===== src/common/dsadc_pkg.sv =====
// Constants shared by the dual-slope converter sequencer.
// Assumes a 125 MHz system clock and an AHB-Lite register bus.
package dsadc_pkg;
  // ****************************************************
  // Timing.
  // ****************************************************
  localparam int unsigned CLK_NS       = 8;
  localparam int unsigned UP_PERIOD_MS = 100;
  localparam int unsigned UP_SPAN      = 1000;
  // One converter clock pulse lasts up period over span.
  localparam int unsigned PULSE_NS     =
    (UP_PERIOD_MS * 1000000) / UP_SPAN;
  localparam int unsigned PULSE_CYC    = PULSE_NS / CLK_NS;
  localparam int unsigned DIV_W        = 16;
  // ****************************************************
  // Counter values.
  // ****************************************************
  localparam int unsigned CNT_W        = 11;
  localparam logic [10:0] CNT_PRESET   = 11'h3E8; // 1000
  localparam logic [10:0] CNT_DECODE   = 11'h7CE; // 1998
  localparam logic [10:0] CNT_LAST     = 11'h7CF; // 1999
  localparam logic [10:0] CNT_ZERO     = 11'h000;
  // ****************************************************
  // Register map, byte offsets.
  // ****************************************************
  localparam logic [7:0] REG_CTRL      = 8'h00;
  localparam logic [7:0] REG_STATUS    = 8'h04;
  localparam logic [7:0] REG_RESULT    = 8'h08;
  localparam int unsigned CTRL_RUN_BIT = 0;
  localparam logic CTRL_RUN_RST        = 1'b1;
  localparam int unsigned ST_A_BIT     = 0;
  localparam int unsigned ST_B_BIT     = 1;
  localparam int unsigned ST_POL_BIT   = 2;
  localparam int unsigned ST_CNT_LSB   = 16;
  localparam int unsigned RES_POL_BIT  = 16;
  localparam logic [1:0] HTRANS_NONSEQ = 2'h2;
  localparam logic [1:0] HTRANS_SEQ    = 2'h3;
endpackage


===== src/common/dsadc_cnt_if.sv =====
// Link between the sequencer and its decade counter.
// Assumes both ends run on the same clock.
interface dsadc_cnt_if;
  logic        step;
  logic        gate;
  logic        clear;
  logic [10:0] value;
  logic        at_decode;
  modport ctl (output step, output gate, output clear,
               input value, input at_decode);
  modport cnt (input step, input gate, input clear,
               output value, output at_decode);
endinterface


===== src/design/dsadc_sync.sv =====
// Two-flop synchroniser for asynchronous pin inputs.
// Assumes inputs may change at any time relative to clock.
module dsadc_sync #(
  parameter int unsigned WIDTH = 4
) (
  // Clock and reset.
  input  wire logic             clock,
  input  wire logic             reset,
  // Data.
  input  wire logic [WIDTH-1:0] async_in,
  output logic      [WIDTH-1:0] sync_out
);
  logic [WIDTH-1:0] meta_r;

  // First flop feeds only the second flop.
  always_ff @(posedge clock or posedge reset)
  begin
    if (reset)
    begin
      meta_r   <= '0;
      sync_out <= '0;
    end
    else
    begin
      meta_r   <= async_in;
      sync_out <= meta_r;
    end
  end
endmodule // dsadc_sync


===== src/design/dsadc_counter.sv =====
// Counter for the converter: presets, counts modulo 2000.
// Assumes step is a one-cycle pulse from the sequencer.
module dsadc_counter (
  // Clock and reset.
  input  wire logic clock,
  input  wire logic reset,
  // Sequencer link.
  dsadc_cnt_if.cnt  cnt
);
  logic [10:0] value_r;
  logic [10:0] value_nxt;

  // Next count: clear wins, wrap after the last count.
  always_comb
  begin
    value_nxt = value_r;
    if (cnt.clear)
      value_nxt = dsadc_pkg::CNT_PRESET; // [RULE12]
    else if (cnt.step && cnt.gate)
    begin
      if (value_r == dsadc_pkg::CNT_LAST)
        value_nxt = dsadc_pkg::CNT_ZERO; // [RULE8]
      else
        value_nxt = value_r + 11'h001;
    end
  end

  // Count register.
  always_ff @(posedge clock or posedge reset)
  begin
    if (reset)
      value_r <= dsadc_pkg::CNT_PRESET;
    else
      value_r <= value_nxt;
  end

  assign cnt.value     = value_r;
  assign cnt.at_decode = (value_r == dsadc_pkg::CNT_DECODE);
endmodule // dsadc_counter


===== src/design/dsadc_seq.sv =====
// Dual-slope converter sequencer with AHB-Lite registers.
// Assumes comparator and stop pins are asynchronous.
// Contract
// [RULE1] Start only with both phase flops zero and both stops high.
// [RULE2] First phase flop sets on the next clock pulse falling edge.
// [RULE3] Up phase drives integrate control low: integrator charges.
// [RULE4] Counter gate opens with upward integration.
// [RULE5] Counter runs from preset 1000 to 2000: 100 ms up period.
// [RULE6] At count 1998 falling edge latches comparator polarity.
// [RULE7] Same decode event sets the second phase flop.
// [RULE8] Gate stays open; count rolls 1999 to 0, then counts.
// [RULE9] Comparator zero advances phase at next falling edge.
// [RULE10] First phase flop clearing closes the counter gate.
// [RULE11] High half of next pulse copies count to display latch.
// [RULE12] Next pulse goes to reset; clear lines preset 1000.
// [RULE13] Reset restarts automatically unless a stop input is low. The code also holds in reset while the run bit is clear.
// [RULE14] Charging: injection off, both shunt switches on.
// [RULE15] Discharge: injection on, shunt chosen by polarity off.
// [RULE16] Phase strobes decode from both phase flops and complements.
// [RULE17] After zero crossing integrate control stays high.
// [RULE18] Comparator zero passes a synchroniser before use.
module dsadc_seq #(
  parameter int unsigned PULSE_CYCLES = dsadc_pkg::PULSE_CYC
) (
  // Clock and reset.
  input  wire logic        clock,
  input  wire logic        reset,
  // AHB-Lite slave.
  input  wire logic        hsel,
  input  wire logic [31:0] haddr,
  input  wire logic [1:0]  htrans,
  input  wire logic        hwrite,
  input  wire logic [2:0]  hsize,
  input  wire logic        hready,
  input  wire logic [31:0] hwdata,
  output logic             hreadyout,
  output logic             hresp,
  output logic [31:0]      hrdata,
  // Comparator and stop pins.
  input  wire logic        comparator_zero,
  input  wire logic        comparator_pol,
  input  wire logic        stop_input_one,
  input  wire logic        stop_input_two,
  // Analog switch drives.
  output logic             integrate_phase_ctl,
  output logic             ref_inject_on,
  output logic             shunt_pos_on,
  output logic             shunt_neg_on,
  output logic             counter_clear_line_one,
  output logic             counter_clear_line_two,
  // Display latch.
  output logic [10:0]      display_value,
  output logic             display_negative
);
  // ****************************************************
  // Synchronised pins.
  // ****************************************************
  logic [3:0] pins_s;
  logic       zero_s;
  logic       pol_s;
  logic       stop1_s;
  logic       stop2_s;

  // All pins pass two flops before any logic.
  dsadc_sync #(.WIDTH(4)) u_sync (
    .clock    (clock),
    .reset    (reset),
    .async_in ({comparator_zero, comparator_pol,
                stop_input_one, stop_input_two}),
    .sync_out (pins_s)
  );
  assign zero_s  = pins_s[3]; // [RULE18]
  assign pol_s   = pins_s[2];
  assign stop1_s = pins_s[1];
  assign stop2_s = pins_s[0];

  // ****************************************************
  // Converter clock pulse.
  // ****************************************************
  logic [15:0] div_r;
  logic        tick_rise;
  logic        tick_fall;

  // Divider forms one converter pulse per PULSE_CYCLES.
  always_ff @(posedge clock or posedge reset)
  begin
    if (reset)
      div_r <= 16'h0000;
    else if (div_r == 16'(PULSE_CYCLES - 1))
      div_r <= 16'h0000;
    else
      div_r <= div_r + 16'h0001;
  end
  assign tick_rise = (div_r == 16'h0000);
  assign tick_fall = (div_r == 16'(PULSE_CYCLES / 2));

  // ****************************************************
  // Registers and phase flops.
  // ****************************************************
  logic       first_phase_flop_r;
  logic       second_phase_flop_r;
  logic       pol_r;
  logic       run_r;
  logic       st_reset;
  logic       st_up;
  logic       st_down;
  logic       st_xfer;
  logic       start_ok;
  dsadc_cnt_if cnt ();

  dsadc_counter u_counter (
    .clock (clock),
    .reset (reset),
    .cnt   (cnt.cnt)
  );

  // Phase strobes from true and complemented flop outputs.
  assign st_reset = !first_phase_flop_r && !second_phase_flop_r; // [RULE16]
  assign st_up    = first_phase_flop_r && !second_phase_flop_r;  // [RULE16]
  assign st_down  = first_phase_flop_r && second_phase_flop_r;   // [RULE16]
  assign st_xfer  = !first_phase_flop_r && second_phase_flop_r;  // [RULE16]
  assign start_ok = stop1_s && stop2_s && run_r; // [RULE1] [RULE13]

  // First phase flop: set from reset, cleared by zero.
  always_ff @(posedge clock or posedge reset)
  begin
    if (reset)
      first_phase_flop_r <= 1'b0;
    else if (tick_fall)
    begin
      if (st_reset && start_ok)
        first_phase_flop_r <= 1'b1; // [RULE1] [RULE2] [RULE13]
      else if (st_down && zero_s)
        first_phase_flop_r <= 1'b0; // [RULE9]
    end
  end

  // Second phase flop: set at decode, cleared after transfer.
  always_ff @(posedge clock or posedge reset)
  begin
    if (reset)
      second_phase_flop_r <= 1'b0;
    else if (tick_fall)
    begin
      if (st_up && cnt.at_decode)
        second_phase_flop_r <= 1'b1; // [RULE7]
      else if (st_xfer)
        second_phase_flop_r <= 1'b0; // [RULE12]
    end
  end

  // Polarity flop takes the sign at the decode falling edge.
  always_ff @(posedge clock or posedge reset)
  begin
    if (reset)
      pol_r <= 1'b0;
    else if (tick_fall && st_up && cnt.at_decode)
      pol_r <= pol_s; // [RULE6]
  end

  // Display latch loads in the high half of the pulse.
  always_ff @(posedge clock or posedge reset)
  begin
    if (reset)
    begin
      display_value    <= dsadc_pkg::CNT_ZERO;
      display_negative <= 1'b0;
    end
    else if (tick_rise && st_xfer)
    begin
      display_value    <= cnt.value; // [RULE11]
      display_negative <= pol_r;
    end
  end

  // Counter link: gate follows the first phase flop.
  assign cnt.step  = tick_rise;
  assign cnt.gate  = first_phase_flop_r; // [RULE4] [RULE10]
  assign cnt.clear = st_reset;           // [RULE5] [RULE12]
  assign counter_clear_line_one = st_reset;
  assign counter_clear_line_two = st_reset;

  // Analog drives: control low only while integrating up.
  assign integrate_phase_ctl = !st_up;              // [RULE3] [RULE17]
  assign ref_inject_on       = integrate_phase_ctl; // [RULE14] [RULE15]
  assign shunt_pos_on = !(integrate_phase_ctl && pol_r);  // [RULE15]
  assign shunt_neg_on = !(integrate_phase_ctl && !pol_r); // [RULE14]

  // ****************************************************
  // AHB-Lite slave: zero wait states, always OKAY.
  // ****************************************************
  logic       wr_pend_r;
  logic [7:0] wr_addr_r;
  logic       take;

  assign take = hsel && hready &&
    (htrans == dsadc_pkg::HTRANS_NONSEQ ||
     htrans == dsadc_pkg::HTRANS_SEQ);
  assign hreadyout = 1'b1;
  assign hresp     = 1'b0;

  // Address phase capture for writes.
  always_ff @(posedge clock or posedge reset)
  begin
    if (reset)
    begin
      wr_pend_r <= 1'b0;
      wr_addr_r <= 8'h00;
    end
    else
    begin
      wr_pend_r <= take && hwrite;
      wr_addr_r <= haddr[7:0];
    end
  end

  // Control register: run enable acts as a third stop.
  always_ff @(posedge clock or posedge reset)
  begin
    if (reset)
      run_r <= dsadc_pkg::CTRL_RUN_RST;
    else if (wr_pend_r && wr_addr_r == dsadc_pkg::REG_CTRL)
      run_r <= hwdata[dsadc_pkg::CTRL_RUN_BIT];
  end

  // Read data registered in the address phase.
  always_ff @(posedge clock or posedge reset)
  begin
    if (reset)
      hrdata <= 32'h00000000;
    else if (take && !hwrite)
    begin
      hrdata <= 32'h00000000;
      case (haddr[7:0])
        dsadc_pkg::REG_CTRL:
          hrdata[dsadc_pkg::CTRL_RUN_BIT] <= run_r;
        dsadc_pkg::REG_STATUS:
        begin
          hrdata[dsadc_pkg::ST_A_BIT]   <= first_phase_flop_r;
          hrdata[dsadc_pkg::ST_B_BIT]   <= second_phase_flop_r;
          hrdata[dsadc_pkg::ST_POL_BIT] <= pol_r;
          hrdata[dsadc_pkg::ST_CNT_LSB +: 11] <= cnt.value;
        end
        dsadc_pkg::REG_RESULT:
        begin
          hrdata[10:0] <= display_value;
          hrdata[dsadc_pkg::RES_POL_BIT] <= display_negative;
        end
        default:
          hrdata <= 32'h00000000;
      endcase
    end
  end
endmodule // dsadc_seq


===== config.mk =====
export PLATFORM = sky130hd
export DESIGN_NAME = dsadc_seq
export DESIGN_NICKNAME = d
export VERILOG_FILES = /design/src/common/dsadc_pkg.sv /design/src/common/dsadc_cnt_if.sv /design/src/design/dsadc_sync.sv /design/src/design/dsadc_counter.sv /design/src/design/dsadc_seq.sv
export SDC_FILE = /design/constraint.sdc
export NUM_CORES = 1
export LEC_CHECK = 0
export ABC_CLOCK_PERIOD_IN_PS = 4900
export BUFFER_PORTS_ARGS = -buffer_cell sky130_fd_sc_hd__buf_2
export CAP_MARGIN = 30
export CORE_ASPECT_RATIO = 0.75
export CORE_UTILIZATION = 47
export CTS_BUF_LIST = sky130_fd_sc_hd__clkbuf_4
export CTS_CLUSTER_SIZE = 25
export DETAILED_ROUTE_END_ITERATION = 10
export GPL_TIMING_DRIVEN = 0
export PLACE_DENSITY_LB_ADDON = 0.3
export SLEW_MARGIN = 20
export SYNTH_ARGS = -nofsm -noshare
export SYNTH_HDL_FRONTEND = slang
export SYNTH_SLANG_ARGS = --single-unit

===== constraint.sdc =====
create_clock -name clock -period 4.9 [get_ports clock]
set_input_delay 0.98 -clock clock [delete_from_list [all_inputs] [get_ports clock]]
set_output_delay 0.98 -clock clock [all_outputs]
set_load 0.01 [all_outputs]

==> impl_metrics.csv <==
group,metric,value,unit
run_status,run_status,"complete, no violations",
cts,worst_setup_hold_path_clk_slew,0.14,ns
worst_setup_path,crit_family,"buffers and inverters",
routing,post_detailed_route_drc_marker_count,0,
place,portBuffers,58,
global_route,antenna_violations_before_repair,0,
yosys,postSynthAreaPerCell,11.98,sq um
power_and_ir_drop,sum_of_internal_switching_and_leakage_power,0.001250,W
global_route,wire_length_of_the_first_global_routing_pass,12480,microns
layout,share_of_post_route_cells_with_drive_strength_above_1,33.25,%
worst_setup_path,worstPathCellList,"clkbuf_1 > or2_2 > clkbuf_1 > inv_1 > buf_4 > buf_2",
timing,finalWorstPathRequiredPeriod,2.971,ns
cts,cts_made_buffers,9,
global_route,gr-usage-all-layers,19.64,%
place,hpwlAfterDp,5399,microns
cts,clock_tree.htree_level_count,3,
cts,cts-hold-fix-buffers,0,
routing,first_iter_violations,159,
power_and_ir_drop,sequentialPowerShare,55.0,%
timing,timing.setup.tns,0,ns
global_route,grt_remaining_overflow,0,
die,die_h,78.74,microns
die,rows,27,
die,design.core.area,7466,sq um
timing,worstMarginPinSlew,0.5169,ns
worst_setup_path,timing.critical_path.slowest_stage_cell,"sky130_fd_sc_hd__dfrtp_1",
worst_setup_path,timing_worst_setup_path_type,"reg -> out",
routing,routed_wire_length_per_instance,15.15,microns
global_route,grt_pass1_vias,2493,
cts,cts.path.max_buffers,2,
die,initial_core_utilization,49.42,%
routing,dr.pass1.iters,4,
yosys,synth_cell_type_count,49,
yosys,synth.most_common_cell,"sky130_fd_sc_hd__dfrtp_1",
power_and_ir_drop,internal-power,0.0009699,W
worst_setup_path,timing.critical_path.buf_inv,5,
timing,rsz_0062_raised_after_global_routing,"false",
cts,post_cts_resized,0,
timing,final_slew_viol_count,0,
timing,timing.fmax,336.6,MHz
yosys,async_reset_ff_share,100.0,%
yosys,ys_dominant_reg_cell,"sky130_fd_sc_hd__dfrtp_1",
routing,drt_wl_total,7501,microns
timing,final.setup_skew,0.01529,ns
power_and_ir_drop,power-per-cell-area,285.7,nW/um^2
power_and_ir_drop,net_switching_power_figure,0.0002804,W
timing,worst_slew_margin_rel,65.07,%
timing,hold_viol,0,
routing,drt-vias-per-instance,5.461,
layout,num_antenna_cells,0,
worst_setup_path,worst_setup_path_end_kind,"primary output",
layout,fillers,636,
worst_setup_path,startpoint_type,"flip-flop",
cts,clkLatencyLatePin,0.44,ns
power_and_ir_drop,clk_pwr_share,41.7,%
yosys,yosysSeqAreaShare,55.85,%
power_and_ir_drop,power.switching_fraction,22.43,%
routing,postRouteAntennaNets,0,
place,gp_routability_congestion,0.8330,
yosys,yosys_register_bits,82,
global_route,grt_start_max_net_pins,55,
layout,layout.nets,472,
timing,setup_viol_count_final,0,
yosys,mappedNetlistArea,3690,sq um
power_and_ir_drop,power.static_leakage,2.166,nW
yosys,yosysTopAreaCellShare,50.86,%
layout,flow.area_growth_from_synthesis,18.62,%
worst_setup_path,cp_data_arrival_time,1.99,ns
worst_hold_path,worstHoldPathType,"reg -> reg",
worst_setup_path,cpPeakStageDelay,0.34,ns
timing,worst_slack,1.929,ns
run,maxCapViolations,0,
die,die_w,104.3,microns
worst_setup_path,worst-path-max-fanout,9,
worst_setup_path,cp_data_required_time,3.92,ns
yosys,synth_warnings,0,
routing,vias,2703,
yosys,synth_common_cells,"sky130_fd_sc_hd__dfrtp_1 (75), sky130_fd_sc_hd__a22o_1 (18), sky130_fd_sc_hd__buf_4 (16), sky130_fd_sc_hd__mux2_2 (13)",
power_and_ir_drop,power.ir.vdd_worst,0.1641,mV
cts,cts_post_setup_buffers_inserted,0,
timing,min_period_over_period,60.63,%
yosys,number_of_enable_type_register_cells_in_the_synthesized_netlist,0,
yosys,number_of_instances_in_the_synthesized_netlist,308,
die,die_footprint,8213,sq um
place,dpl_worst_slack,2.149,ns
cts,clk_root_buffer_cell,"sky130_fd_sc_hd__clkbuf_4",
worst_setup_path,cpMostUsedCell,"sky130_fd_sc_hd__clkbuf_1",
yosys,largest_cells_by_area_after_synthesis,"sky130_fd_sc_hd__dfrtp_1 (51%), sky130_fd_sc_hd__dfstp_2 (5.0%), sky130_fd_sc_hd__a22o_1 (4.3%), sky130_fd_sc_hd__mux2_2 (4.0%), sky130_fd_sc_hd__buf_4 (3.3%)",
power_and_ir_drop,comb_power_share,3.3,%
yosys,post-synth-top-area-cell,"sky130_fd_sc_hd__dfrtp_1",
cts,tritoncts,"done",
die,ioPinCount,130,
cts,cts_num_sinks,82,
==> state kept, by name, indices dropped and copies added, names as in the netlist <==
name and flops:
hrdata 22, div_r 16, display_value 11, u_counter.cnt.value 11, wr_addr_r 8, u_sync.meta_r 4, u_sync.sync_out 4, cnt.gate 1
display_negative 1, pol_r 1, run_r 1, second_phase_flop_r 1, wr_pend_r 1
==> placed cells by master (no fill, tap or decap), types with 4 or more instances in the layout <==
| cell type | synthesis | layout |
|---|---|---|
| sky130_fd_sc_hd__or3_1 | 4 | 4 |
| sky130_fd_sc_hd__ha_1 | 5 | 5 |
| sky130_fd_sc_hd__buf_4 | 16 | 16 |
| sky130_fd_sc_hd__a221o_2 | 4 | 4 |
| sky130_fd_sc_hd__nor2_1 | 10 | 10 |
| sky130_fd_sc_hd__xnor2_1 | 8 | 8 |
| sky130_fd_sc_hd__nand2_1 | 12 | 12 |
| sky130_fd_sc_hd__o21ai_0 | 10 | 10 |
| sky130_fd_sc_hd__nor4_1 | 4 | 4 |
| sky130_fd_sc_hd__dfrtp_1 | 75 | 75 |
| sky130_fd_sc_hd__clkbuf_1 | 6 | 6 |
| sky130_fd_sc_hd__clkbuf_4 | 0 | 9 |
| sky130_fd_sc_hd__and3_1 | 7 | 7 |
| sky130_fd_sc_hd__a211oi_1 | 5 | 5 |
| sky130_fd_sc_hd__xor2_1 | 5 | 5 |
| sky130_fd_sc_hd__mux2_2 | 13 | 13 |
| sky130_fd_sc_hd__nand4_1 | 11 | 11 |
| sky130_fd_sc_hd__nor3_1 | 7 | 7 |
| sky130_fd_sc_hd__nand3_1 | 12 | 12 |
| sky130_fd_sc_hd__buf_2 | 0 | 59 |
| sky130_fd_sc_hd__o211ai_1 | 4 | 4 |
| sky130_fd_sc_hd__conb_1 | 2 | 12 |
| sky130_fd_sc_hd__a22o_1 | 18 | 18 |
| sky130_fd_sc_hd__inv_1 | 12 | 11 |
| sky130_fd_sc_hd__and4_1 | 5 | 5 |
| sky130_fd_sc_hd__and2_1 | 6 | 6 |
| sky130_fd_sc_hd__dfstp_2 | 7 | 7 |
==> path summary, 6_finish.rpt <==
kind / start / endpoint / slack, ns / cells past startpoint
setup / recovery: cnt.gate / counter_clear_line_two / 1.93 / 6
hold / removal: u_sync.meta_r[1] / u_sync.sync_out[1] / 0.37 / 0
setup reg to reg: div_r[10] / display_value[7] / 2.57 / 5
hold reg to reg: u_sync.meta_r[1] / u_sync.sync_out[1] / 0.37 / 0
max in group asynchronous: reset / u_counter.cnt.value[7] / 3.75 / 3
min in group asynchronous: reset / div_r[8] / 0.52 / 2
==> power groups by stage <==
stage	clock (W)	sequential, W	combinational, W
floorplan	0	0.000699	0.0000248
global placement	0	0.000700	0.0000383
detailed placement	0	0.000700	0.0000419
CTS	0.000534	0.000688	0.0000421
global route	0.000566	0.000689	0.0000468
finish	0.000522	0.000688	0.0000413
==> through the flow <==
step	utilization [%]	std cells	hold slack, ns	instance area (sq um)
2_1_floorplan	-	318	0.3312	3727
3_3_place_gp	55.51	477	0.3355	4144
5_1_grt	58.62	495	0.3793	4377
6_report	58.62	495	0.3650	4377
4_1_cts	58.56	494	0.3684	4372
3_5_place_dp	55.91	478	0.3362	4174
==> area by class of cell <==
cell class / count / area, sq um / share of cell area [%]
tap: 101 / 126.4 / 2.887
multi-input combinational: 197 / 1435 / 32.79
buffer: 27 / 186.4 / 4.260
clock buffer: 9 / 67.56 / 1.544
inverter: 12 / 47.55 / 1.086
clock inverter: 7 / 130.1 / 2.973
sequential: 82 / 2061 / 47.08
timing repair buffer: 60 / 322.8 / 7.376
==> cell families after synthesis <==
kind of cell    count (synthesis)  share of synthesized area (%)
fa+ha+maj                       5                          1.695
flops                          82                          55.85
simple gates                   98                          16.75
mux                            15                          4.544
compound gates                 54                          11.60
other cells                     2                         0.2035
xor+xnor                       13                          3.086
buf+inv                        39                          6.273
==> layer usage <==
metal	up-vias	share of wire (%)	GRT usage (%)	routed length, microns
met5	-	0	0	0
met4	0	1.4	6.714	103
met3	12	6.9	6.322	519
met2	93	41	26.75	3061
met1	1321	51	29.14	3817
li1	1277	-	-	-
Note: power is estimated with default switching activity, not from simulation.
